[src/gtm_defs.svh]
// constants for the gated timer block: register offsets, fields, reset values
// assumes an apb master with 32-bit data; offsets are byte addresses
`ifndef GTM_DEFS_SVH
`define GTM_DEFS_SVH
`define GTM_OFF_CTRL   12'h000
`define GTM_OFF_GATE   12'h004
`define GTM_OFF_COUNT  12'h008
`define GTM_OFF_FLAGS  12'h00C
`define GTM_OFF_CAP    12'h010
`define GTM_OFF_ENA    12'h014
`define GTM_CTRL_ON    0
`define GTM_CTRL_SYNC  1
`define GTM_GATE_GE    0
`define GTM_GATE_POL   1
`define GTM_GATE_TM    2
`define GTM_GATE_SPM   3
`define GTM_GATE_GO    4
`define GTM_GATE_VAL   5
`define GTM_GATE_SRC   6
`define GTM_GATE_SRCW  2
`define GTM_FLG_ROLL   0
`define GTM_FLG_GATE   1
`define GTM_ENA_ROLL   0
`define GTM_ENA_GATE   1
`define GTM_ENA_PER    2
`define GTM_ENA_GLB    3
`define GTM_CNT_MAX    16'hFFFF
`define GTM_CNT_ZERO   16'h0000
`endif

[src/gtm_pkg.sv]
// types for the gated timer block
// assumes gtm_defs.svh for numeric constants
package gtm_pkg;
	typedef enum logic [1:0] {
		GTM_SRC_PIN   = 2'b00,
		GTM_SRC_TOVF  = 2'b01,
		GTM_SRC_CMP1  = 2'b10,
		GTM_SRC_CMP2  = 2'b11
	} gtm_src_type;
	typedef enum logic [1:0] {
		GTM_SP_IDLE   = 2'b00,
		GTM_SP_ARMED  = 2'b01,
		GTM_SP_ACTIVE = 2'b10
	} gtm_sp_type;
endpackage

[src/gtm_timer.sv]
// gated 16-bit up-counter: gate sources, toggle, single pulse, events, capture/compare
// assumes inputs synchronous to CLOCK and an apb master
//
// Local design decisions: the register offsets and the APB slave port.
`timescale 1ns/10ps
`include "gtm_defs.svh"
module gtm_timer
	import gtm_pkg::*;
(
	input  wire logic        CLOCK,
	input  wire logic        RST,
	input  wire logic        PSEL,
	input  wire logic        PENABLE,
	input  wire logic        PWRITE,
	input  wire logic [11:0] PADDR,
	input  wire logic [31:0] PWDATA,
	output logic      [31:0] PRDATA,
	output logic             PREADY,
	output logic             PSLVERR,
	input  wire logic        COUNT_TICK,
	input  wire logic        GATE_PIN,
	input  wire logic        COMPANION_OVF,
	input  wire logic        COMPANION_8BIT,
	input  wire logic        COMPANION_PMATCH,
	input  wire logic        CMP1_OUT,
	input  wire logic        CMP1_SYNC,
	input  wire logic        CMP2_OUT,
	input  wire logic        CMP2_SYNC,
	input  wire logic        CAPTURE_EVENT,
	input  wire logic        COMPARE_MODE,
	input  wire logic        AUTO_TRIG_EN,
	input  wire logic        TRIG_OTHER,
	input  wire logic        SLEEPING,
	output logic             COMPARE_EVENT,
	output logic             AUTO_TRIGGER,
	output logic             IRQ,
	output logic             WAKE
);
	logic [15:0] count_q;
	logic [15:0] capcomp_q;
	logic        on_q, sync_q;
	logic        ge_q, pol_q, tm_q, spm_q, go_q;
	gtm_src_type src_q;
	logic        roll_en_q, gate_en_q, per_en_q, glb_en_q;
	logic        roll_flag_q, gate_flag_q;
	logic        cmp1_q, cmp2_q, pulse_q;
	logic        tog_q, gate_level_status_q, gprev_q;
	logic [31:0] rdata_d;

	wire wr  = PSEL && PENABLE && PWRITE;
	wire rd  = PSEL && !PENABLE && !PWRITE;
	function automatic logic hit(input logic [11:0] a, input logic [11:0] off);
		hit = (a == off);
	endfunction

	// gate source selection
	always_ff @(posedge CLOCK) begin
		if (RST) begin
			pulse_q <= 1'b0;
			cmp1_q  <= 1'b0;
			cmp2_q  <= 1'b0;
		end else begin
			pulse_q <= COMPANION_8BIT ? COMPANION_PMATCH : COMPANION_OVF;
			cmp1_q  <= CMP1_OUT;
			cmp2_q  <= CMP2_OUT;
		end
	end
	logic src_raw;
	always_comb begin
		unique case (src_q)
			GTM_SRC_PIN:  src_raw = GATE_PIN;
			GTM_SRC_TOVF: src_raw = pulse_q;
			GTM_SRC_CMP1: src_raw = CMP1_SYNC ? cmp1_q : CMP1_OUT;
			GTM_SRC_CMP2: src_raw = CMP2_SYNC ? cmp2_q : CMP2_OUT;
		endcase
	end
	wire src_pol = pol_q ? src_raw : !src_raw;
	logic src_prev_q;
	wire src_rise = src_pol && !src_prev_q;

	// toggle flip-flop
	always_ff @(posedge CLOCK) begin
		if (RST) begin
			src_prev_q <= 1'b0;
			tog_q      <= 1'b0;
		end else begin
			src_prev_q <= src_pol;
			if (!tm_q)
				tog_q <= 1'b0;
			else if (src_rise)
				tog_q <= !tog_q;
		end
	end
	wire gate_lvl = tm_q ? tog_q : src_pol;
	// single pulse: go opens at the first gate rise, trailing edge closes it
	logic sp_open_q;
	wire gate_ctl = spm_q ? (gate_lvl && go_q && (sp_open_q || !gprev_q)) : gate_lvl;
	always_ff @(posedge CLOCK) begin
		if (RST) begin
			gate_level_status_q  <= 1'b0;
			gprev_q <= 1'b0;
		end else begin
			gate_level_status_q  <= gate_ctl;
			gprev_q <= gate_lvl;
		end
	end
	wire gate_fall = gprev_q && !gate_lvl;
	wire gate_level_status_fall = gate_level_status_q && !gate_ctl;

	wire tick  = COUNT_TICK && on_q && (!ge_q || gate_ctl);
	wire match = COMPARE_MODE && (capcomp_q == count_q);
	wire trig  = (match && AUTO_TRIG_EN && !sync_q) || TRIG_OTHER;
	wire wr_count = wr && hit(PADDR, `GTM_OFF_COUNT);

	// counter
	always_ff @(posedge CLOCK) begin
		if (RST)
			count_q <= `GTM_CNT_ZERO;
		else if (wr_count)
			count_q <= PWDATA[15:0];
		else if (trig)
			count_q <= `GTM_CNT_ZERO;
		else if (tick)
			count_q <= count_q + 16'h0001;
	end
	wire roll_set = tick && !wr_count && !trig && (count_q == `GTM_CNT_MAX);

	// capture/compare register
	always_ff @(posedge CLOCK) begin
		if (RST)
			capcomp_q <= `GTM_CNT_ZERO;
		else if (CAPTURE_EVENT && !COMPARE_MODE)
			capcomp_q <= count_q;
		else if (wr && hit(PADDR, `GTM_OFF_CAP))
			capcomp_q <= PWDATA[15:0];
	end

	// control registers
	always_ff @(posedge CLOCK) begin
		if (RST) begin
			on_q <= 1'b0; sync_q <= 1'b0;
			ge_q <= 1'b0; pol_q <= 1'b0; tm_q <= 1'b0; spm_q <= 1'b0;
			src_q <= GTM_SRC_PIN;
			roll_en_q <= 1'b0; gate_en_q <= 1'b0; per_en_q <= 1'b0; glb_en_q <= 1'b0;
		end else if (wr) begin
			if (hit(PADDR, `GTM_OFF_CTRL)) begin
				on_q   <= PWDATA[`GTM_CTRL_ON];
				sync_q <= PWDATA[`GTM_CTRL_SYNC];
			end
			if (hit(PADDR, `GTM_OFF_GATE)) begin
				ge_q  <= PWDATA[`GTM_GATE_GE];
				pol_q <= PWDATA[`GTM_GATE_POL];
				tm_q  <= PWDATA[`GTM_GATE_TM];
				spm_q <= PWDATA[`GTM_GATE_SPM];
				src_q <= gtm_src_type'(PWDATA[`GTM_GATE_SRC +: `GTM_GATE_SRCW]);
			end
			if (hit(PADDR, `GTM_OFF_ENA)) begin
				roll_en_q <= PWDATA[`GTM_ENA_ROLL];
				gate_en_q <= PWDATA[`GTM_ENA_GATE];
				per_en_q  <= PWDATA[`GTM_ENA_PER];
				glb_en_q  <= PWDATA[`GTM_ENA_GLB];
			end
		end
	end

	// go/done and single pulse window
	wire wr_gate = wr && hit(PADDR, `GTM_OFF_GATE);
	always_ff @(posedge CLOCK) begin
		if (RST) begin
			go_q      <= 1'b0;
			sp_open_q <= 1'b0;
		end else if (spm_q && go_q && sp_open_q && gate_fall) begin
			go_q      <= 1'b0;
			sp_open_q <= 1'b0;
		end else begin
			if (wr_gate)
				go_q <= PWDATA[`GTM_GATE_GO];
			if (spm_q && go_q && gate_lvl && !gprev_q)
				sp_open_q <= 1'b1;
			else if (!go_q)
				sp_open_q <= 1'b0;
		end
	end

	// flags: hardware set wins over software clear (write one to clear)
	wire wr_flags = wr && hit(PADDR, `GTM_OFF_FLAGS);
	always_ff @(posedge CLOCK) begin
		if (RST) begin
			roll_flag_q <= 1'b0;
			gate_flag_q <= 1'b0;
		end else begin
			if (roll_set)
				roll_flag_q <= 1'b1;
			else if (wr_flags && PWDATA[`GTM_FLG_ROLL])
				roll_flag_q <= 1'b0;
			if (gate_level_status_fall)
				gate_flag_q <= 1'b1;
			else if (wr_flags && PWDATA[`GTM_FLG_GATE])
				gate_flag_q <= 1'b0;
		end
	end

	// outputs
	wire roll_req = roll_flag_q && roll_en_q && per_en_q;
	wire gate_req = gate_flag_q && gate_en_q && per_en_q;
	always_ff @(posedge CLOCK) begin
		if (RST) begin
			IRQ           <= 1'b0;
			WAKE          <= 1'b0;
			COMPARE_EVENT <= 1'b0;
			AUTO_TRIGGER  <= 1'b0;
		end else begin
			IRQ           <= (roll_req || gate_req) && glb_en_q && !SLEEPING;
			WAKE          <= SLEEPING && roll_req && on_q && sync_q;
			COMPARE_EVENT <= match;
			AUTO_TRIGGER  <= match && AUTO_TRIG_EN;
		end
	end

	// apb read path, zero wait states
	always_comb begin
		rdata_d = 32'h00000000;
		unique case (PADDR)
			`GTM_OFF_CTRL: begin
				rdata_d[`GTM_CTRL_ON]   = on_q;
				rdata_d[`GTM_CTRL_SYNC] = sync_q;
			end
			`GTM_OFF_GATE: begin
				rdata_d[`GTM_GATE_GE]  = ge_q;
				rdata_d[`GTM_GATE_POL] = pol_q;
				rdata_d[`GTM_GATE_TM]  = tm_q;
				rdata_d[`GTM_GATE_SPM] = spm_q;
				rdata_d[`GTM_GATE_GO]  = go_q;
				rdata_d[`GTM_GATE_VAL] = gate_level_status_q;
				rdata_d[`GTM_GATE_SRC +: `GTM_GATE_SRCW] = src_q;
			end
			`GTM_OFF_COUNT: rdata_d[15:0] = count_q;
			`GTM_OFF_FLAGS: begin
				rdata_d[`GTM_FLG_ROLL] = roll_flag_q;
				rdata_d[`GTM_FLG_GATE] = gate_flag_q;
			end
			`GTM_OFF_CAP: rdata_d[15:0] = capcomp_q;
			`GTM_OFF_ENA: begin
				rdata_d[`GTM_ENA_ROLL] = roll_en_q;
				rdata_d[`GTM_ENA_GATE] = gate_en_q;
				rdata_d[`GTM_ENA_PER]  = per_en_q;
				rdata_d[`GTM_ENA_GLB]  = glb_en_q;
			end
			default: rdata_d = 32'h00000000;
		endcase
	end
	wire mapped = (PADDR <= `GTM_OFF_ENA) && (PADDR[1:0] == 2'b00);
	always_ff @(posedge CLOCK) begin
		if (RST) begin
			PRDATA  <= 32'h00000000;
			PREADY  <= 1'b0;
			PSLVERR <= 1'b0;
		end else begin
			if (rd)
				PRDATA <= rdata_d;
			PREADY  <= PSEL && !PENABLE;
			PSLVERR <= PSEL && !PENABLE && !mapped;
		end
	end

	// checks
	rollover_wrap_a: assert property (@(posedge CLOCK) disable iff (RST)
		roll_set |=> (count_q == `GTM_CNT_ZERO) && roll_flag_q)
		else $error("rollover did not wrap and flag");
	flag_sticky_a: assert property (@(posedge CLOCK) disable iff (RST)
		roll_flag_q && !(wr_flags && PWDATA[`GTM_FLG_ROLL]) |=> roll_flag_q)
		else $error("rollover flag dropped without clear");
	toggle_held_a: assert property (@(posedge CLOCK) disable iff (RST)
		!tm_q |=> !tog_q)
		else $error("toggle flop not held clear");
	toggle_flip_a: assert property (@(posedge CLOCK) disable iff (RST)
		tm_q && src_rise |=> tog_q != $past(tog_q))
		else $error("toggle flop missed an edge");
	gate_event_a: assert property (@(posedge CLOCK) disable iff (RST)
		gate_level_status_fall |=> gate_flag_q)
		else $error("gate event flag not set");
	trig_clear_a: assert property (@(posedge CLOCK) disable iff (RST)
		trig && !wr_count |=> count_q == `GTM_CNT_ZERO && !roll_set)
		else $error("trigger did not clear counter");
	write_wins_a: assert property (@(posedge CLOCK) disable iff (RST)
		wr_count |=> count_q == $past(PWDATA[15:0]))
		else $error("counter write lost");
	pulse_done_a: assert property (@(posedge CLOCK) disable iff (RST)
		spm_q && go_q && sp_open_q && gate_fall |=> !go_q)
		else $error("go not cleared at trailing edge");
	capture_copy_a: assert property (@(posedge CLOCK) disable iff (RST)
		CAPTURE_EVENT && !COMPARE_MODE |=> capcomp_q == $past(count_q))
		else $error("capture did not copy counter");
	gate_status_a: assert property (@(posedge CLOCK) disable iff (RST)
		1'b1 |=> gate_level_status_q == $past(gate_ctl))
		else $error("gate status stale");
	pulse_src_a: assert property (@(posedge CLOCK) disable iff (RST)
		1'b1 |=> pulse_q == ($past(COMPANION_8BIT) ? $past(COMPANION_PMATCH) : $past(COMPANION_OVF)))
		else $error("companion pulse not passed");
	cmp_sync_a: assert property (@(posedge CLOCK) disable iff (RST)
		src_q == GTM_SRC_CMP1 && CMP1_SYNC |-> src_raw == cmp1_q)
		else $error("synced comparator not selected");
	cmp_raw_a: assert property (@(posedge CLOCK) disable iff (RST)
		src_q == GTM_SRC_CMP2 && !CMP2_SYNC |-> src_raw == CMP2_OUT)
		else $error("raw comparator not selected");
	toggle_keep_a: assert property (@(posedge CLOCK) disable iff (RST)
		tm_q && !src_rise |=> tog_q == $past(tog_q))
		else $error("toggle flop flipped without edge");
	single_arm_a: assert property (@(posedge CLOCK) disable iff (RST)
		spm_q && !go_q |-> !gate_ctl)
		else $error("gate open without go");
	pulse_ignore_a: assert property (@(posedge CLOCK) disable iff (RST)
		spm_q && !go_q |=> !sp_open_q)
		else $error("pulse window opened without go");
	go_write_a: assert property (@(posedge CLOCK) disable iff (RST)
		wr_gate && !(spm_q && go_q && sp_open_q && gate_fall) |=> go_q == $past(PWDATA[`GTM_GATE_GO]))
		else $error("go write lost");
	combo_stop_a: assert property (@(posedge CLOCK) disable iff (RST)
		spm_q && tm_q && !go_q |-> !gate_ctl)
		else $error("toggle pulse kept counting");
	gate_hold_a: assert property (@(posedge CLOCK) disable iff (RST)
		on_q && ge_q && !gate_ctl && !wr_count && !trig |=> count_q == $past(count_q))
		else $error("count moved with gate closed");
	free_run_a: assert property (@(posedge CLOCK) disable iff (RST)
		COUNT_TICK && on_q && !ge_q && !wr_count && !trig |=> count_q == $past(count_q) + 16'h0001)
		else $error("free running count missed tick");
	off_hold_a: assert property (@(posedge CLOCK) disable iff (RST)
		!on_q && !wr_count && !trig |=> count_q == $past(count_q))
		else $error("count moved while off");
	gate_sticky_a: assert property (@(posedge CLOCK) disable iff (RST)
		gate_flag_q && !(wr_flags && PWDATA[`GTM_FLG_GATE]) |=> gate_flag_q)
		else $error("gate flag dropped without clear");
	irq_gate_a: assert property (@(posedge CLOCK) disable iff (RST)
		gate_req && glb_en_q && !SLEEPING |=> IRQ)
		else $error("gate irq not raised");
	irq_sleep_a: assert property (@(posedge CLOCK) disable iff (RST)
		SLEEPING |=> !IRQ)
		else $error("irq raised in sleep");
	wake_raise_a: assert property (@(posedge CLOCK) disable iff (RST)
		SLEEPING && roll_req && on_q && sync_q |=> WAKE)
		else $error("no wake on rollover");
	wake_idle_a: assert property (@(posedge CLOCK) disable iff (RST)
		!SLEEPING |=> !WAKE)
		else $error("wake while awake");
	compare_evt_a: assert property (@(posedge CLOCK) disable iff (RST)
		match |=> COMPARE_EVENT)
		else $error("compare event missing");
	auto_trig_a: assert property (@(posedge CLOCK) disable iff (RST)
		match && AUTO_TRIG_EN |=> AUTO_TRIGGER)
		else $error("auto trigger missing");
	other_trig_a: assert property (@(posedge CLOCK) disable iff (RST)
		TRIG_OTHER && !wr_count |=> count_q == `GTM_CNT_ZERO)
		else $error("other unit trigger did not clear");
	trig_quiet_a: assert property (@(posedge CLOCK) disable iff (RST)
		trig |-> !roll_set)
		else $error("trigger set rollover");
endmodule // gtm_timer

[config.mk]
export PLATFORM = sky130hd
export DESIGN_NAME = gtm_timer
export DESIGN_NICKNAME = d
export VERILOG_FILES = /design/src/gtm_pkg.sv /design/src/gtm_timer.sv
export VERILOG_INCLUDE_DIRS = /design/src
export SDC_FILE = /design/constraint.sdc
export NUM_CORES = 1
export LEC_CHECK = 0
export BUFFER_PORTS_ARGS = -buffer_cell sky130_fd_sc_hd__buf_4
export CAP_MARGIN = 5
export CORE_MARGIN = 4
export CORE_UTILIZATION = 54
export DETAILED_ROUTE_END_ITERATION = 16
export PLACE_DENSITY = 0.81
export SLEW_MARGIN = 20
export SYNTH_ARGS = -nofsm -noshare
export SYNTH_HDL_FRONTEND = slang
export SYNTH_SLANG_ARGS = --single-unit
[constraint.sdc]
create_clock -name CLOCK -period 3.3 [get_ports CLOCK]
set_clock_uncertainty 0.2 [all_clocks]
set_input_delay 0.66 -clock CLOCK [delete_from_list [all_inputs] [get_ports CLOCK]]
set_output_delay 0.66 -clock CLOCK [all_outputs]
set_load 0.01 [all_outputs]
==> impl_metrics.ini <==
[cts]
post_cts_buffers = 0
post_cts_resized = 0
clock_latency_ns = 0.36
htree_levels = 3
hold_buffers = 0
cts_tree = yes
clockBufferDepth = 2
cts_made_buffers = 9
clock-sinks = 77
path_clk_slew_ns = 0.08
root_buffer = clkbuf_8

[sta]
hold_ws_ns = 0.279
worst-slew-pin-transition_ns = 0.712
fmax_ghz = 0.335
maxSlewViolCount = 0
final.min_clock_period_ns = 2.98
setup_viol = 0
relSlewSlack_pct = 52.1
rsz0062_at_grt = false
finalCritPeriodShare_pct = 90.4
hold_viol_final = 0
tns_ns = 0

[min_path]
holdPathStages = 2
holdPathEnd = per_en_q
min_from = per_en_q
hold_path.class = flip-flop to flip-flop

[status]
outcome = finished clean

[layout]
layout_commonest_cell = buf_4
fillers = 621
areaGrowthSynthToFinish_pct = 19.7
seqCellArea_sq_um = 1540
final_nets = 607
most-common-layout-cells = buf_4 (93), dfxtp_1 (77), nor2_1 (66), mux2i_1 (33), a21oi_1 (23)
drive_gt1_share_pct = 24.8
design_area_sq_um = 4970
multi_input_area_sq_um = 2370
diodes = 0

[placed_design]
portBuffers = 68
post-dp-hpwl_um = 8200
place_area_sq_um = 4780
globalplace.congestion = 0.870

[power]
internal-power_w = 0.00141
leakage_nw = 2.02
pwr-share-seq_pct = 50.6
ir_drop_v = 0.000189
power_frac_clock_pct = 36.8
switching_power_w = 0.000513
power.density_nw_per_um2 = 388
total_power_w = 0.00193
swShare_pct = 26.6
combPwrFrac_pct = 12.6

[die]
rows = 31
start_util_pct = 56.3
core_sq_um = 7370
dieArea_sq_um = 9150
die_w_um = 95.7
fp.dieH_um = 95.7
io_pins = 101

[route]
drtAntennaViolNets = 0
vias_per_cell = 6.07
dr_wl_met3_um = 1190
wl_met2_um = 5040
dr.first_iter.drc_count = 476
routed.top_layer = met4
drc = 0
avgRoutedWirePerCell_um = 17.5
dr_total_vias = 3925
firstDrtPassIters = 5
routed_wl_um = 11300
met1Wirelength_um = 4880

[yosys]
synth_area_leader_cell = dfxtp_1
synth_edf_count = 0
ys_warn_count = 0
yosys.area.top_type_share_pct = 37.1
ys_ff_latch = 77
synth_area_leaders = dfxtp_1 (37%), mux2i_1 (8.0%), nor2_1 (6.0%)
syn_area_per_cell_sq_um = 8.81
synthArstFlopShare_pct = 0
synth_flop_cell = dfxtp_1
netlist_instances = 471
seq_area_frac_synth_pct = 37.1
yosysUniqueCellTypes = 58
syn_area_sq_um = 4150

[grt]
grt.overflow.total = 0
grt_pass1_vias = 3641
grt_max_degree = 46
antenna_found_initial = 0
grtUsageTotal_pct = 25.2
grt_pass1_wl_um = 17900

[critical_path]
critPathKind = flip-flop to flip-flop
worst-r2r-cell-count = 7
r2r_start = count_q[6]
cp.arrival_ns = 3.04
r2r_end = count_q[12]
crit_slowest_cell = or4_1
cp_data_required_time_ns = 3.36
cp_slowest_stage_delay_ns = 0.56
r2r_slack_ns = 0.32
cp_cell_sequence = xnor2_1 -> nand4_1 -> or4_1 -> o21bai_1 -> or2_2 -> nor2_1 -> nor4_1
crit_path_start_kind = flip-flop
crit_path_end_kind = flip-flop
crit_fanout = 13

[flow_run]
cap_violations = 0
worst max-delay path: cells and delay by family, from the launching register on:
kind,cells,cell delay (ns)
compound gates,1,0.53
flops,1,0.51
simple gates,5,1.44
xor+xnor,1,0.20
cells in the mapped netlist, types with 2 or more instances:
| master | instances |
|---|---|
| a211oi_1 | 5 |
| a211oi_2 | 14 |
| a21o_1 | 3 |
| a21oi_1 | 23 |
| a221o_1 | 2 |
| a221oi_1 | 12 |
| a222oi_1 | 6 |
| a22o_1 | 5 |
| a22oi_1 | 7 |
| a2bb2oi_1 | 4 |
| a311oi_1 | 3 |
| a31oi_1 | 2 |
| a32o_1 | 2 |
| and2_1 | 7 |
| and3_1 | 5 |
| buf_1 | 3 |
| buf_2 | 3 |
| buf_4 | 17 |
| buf_6 | 2 |
| clkbuf_1 | 22 |
| dfxtp_1 | 77 |
| inv_1 | 5 |
| mux2i_1 | 33 |
| nand2_1 | 22 |
| nand2b_1 | 6 |
| nand3_1 | 18 |
| nand3b_1 | 2 |
| nand4_1 | 5 |
| nor2_1 | 66 |
| nor2b_1 | 4 |
| nor3_1 | 22 |
| nor4_1 | 7 |
| nor4b_4 | 2 |
| o21ai_0 | 5 |
| o21bai_1 | 2 |
| o31ai_1 | 3 |
| or2_2 | 2 |
| or3b_2 | 2 |
| or4_4 | 2 |
| xnor2_1 | 21 |
how the worst max path moves through the flow:
stage / from / to / slack, ns / depth (start not counted)
CTS: count_q[6] / count_q[12] / 0.41 / 7
global route: count_q[6] / count_q[12] / 0.22 / 7
floorplan: PADDR[10] / go_q / 0.21 / 7
detailed placement: PADDR[10] / capcomp_q[5] / 0.08 / 9
global placement: PADDR[10] / capcomp_q[7] / 0.13 / 9
finish: count_q[6] / count_q[12] / 0.32 / 7
layout make-up:
| type | count | area share, % |
|---|---|---|
| inverter | 5 | 0.378 |
| clock buffer | 10 | 2.57 |
| multi-input combinational | 356 | 47.8 |
| timing repair buffer | 94 | 14.5 |
| clock inverter | 6 | 1.28 |
| sequential | 77 | 31.0 |
| tap | 99 | 2.49 |
per-layer routing:
metal	GRT usage, %	vias up
li1	-	1839
met1	34.9	1844
met2	38.2	220
met3	6.24	22
met4	8.53	0
met5	0	-
stage by stage:
step	setup slack (ns)	util (%)	instances
after floorplan	0.211	-	486
final	0.315	67.4	647
after CTS	0.409	67.4	647
after detailed placement	0.0757	64.8	631
after global routing	0.223	67.4	647
after global placement	0.126	64.8	631
registers in the layout, indices dropped and copies added (netlist names), 2 cells and up:
signal	count
PRDATA	16
count_q	16
src_q	2
capcomp_q	16
power by group through the flow:
stage | clock network (W) | registers (W) | logic [W]
after detailed placement | 0 | 0.000996 | 0.000241
after CTS | 0.000710 | 0.000974 | 0.000242
after global placement | 0 | 0.000995 | 0.000234
after floorplan | 0 | 0.000995 | 0.000159
final | 0.000708 | 0.000975 | 0.000244
after global routing | 0.000755 | 0.000978 | 0.000266
cell families (layout without fill, tap and decap cells):
kind of cell | Yosys count | count (layout) | synth area share (%)
multiplexers | 34 | 34 | 8.23
XOR/XNOR | 21 | 21 | 4.43
other | 1 | 16 | 0.0903
buffers and inverters | 53 | 115 | 7.05
adder cells (fa/ha/maj) | 1 | 1 | 0.301
AO/OA/AOI/OAI | 104 | 104 | 20.2
flip-flops | 77 | 77 | 37.1
AND/OR/NAND/NOR | 180 | 180 | 22.6
(Power assumes the default switching activity.)
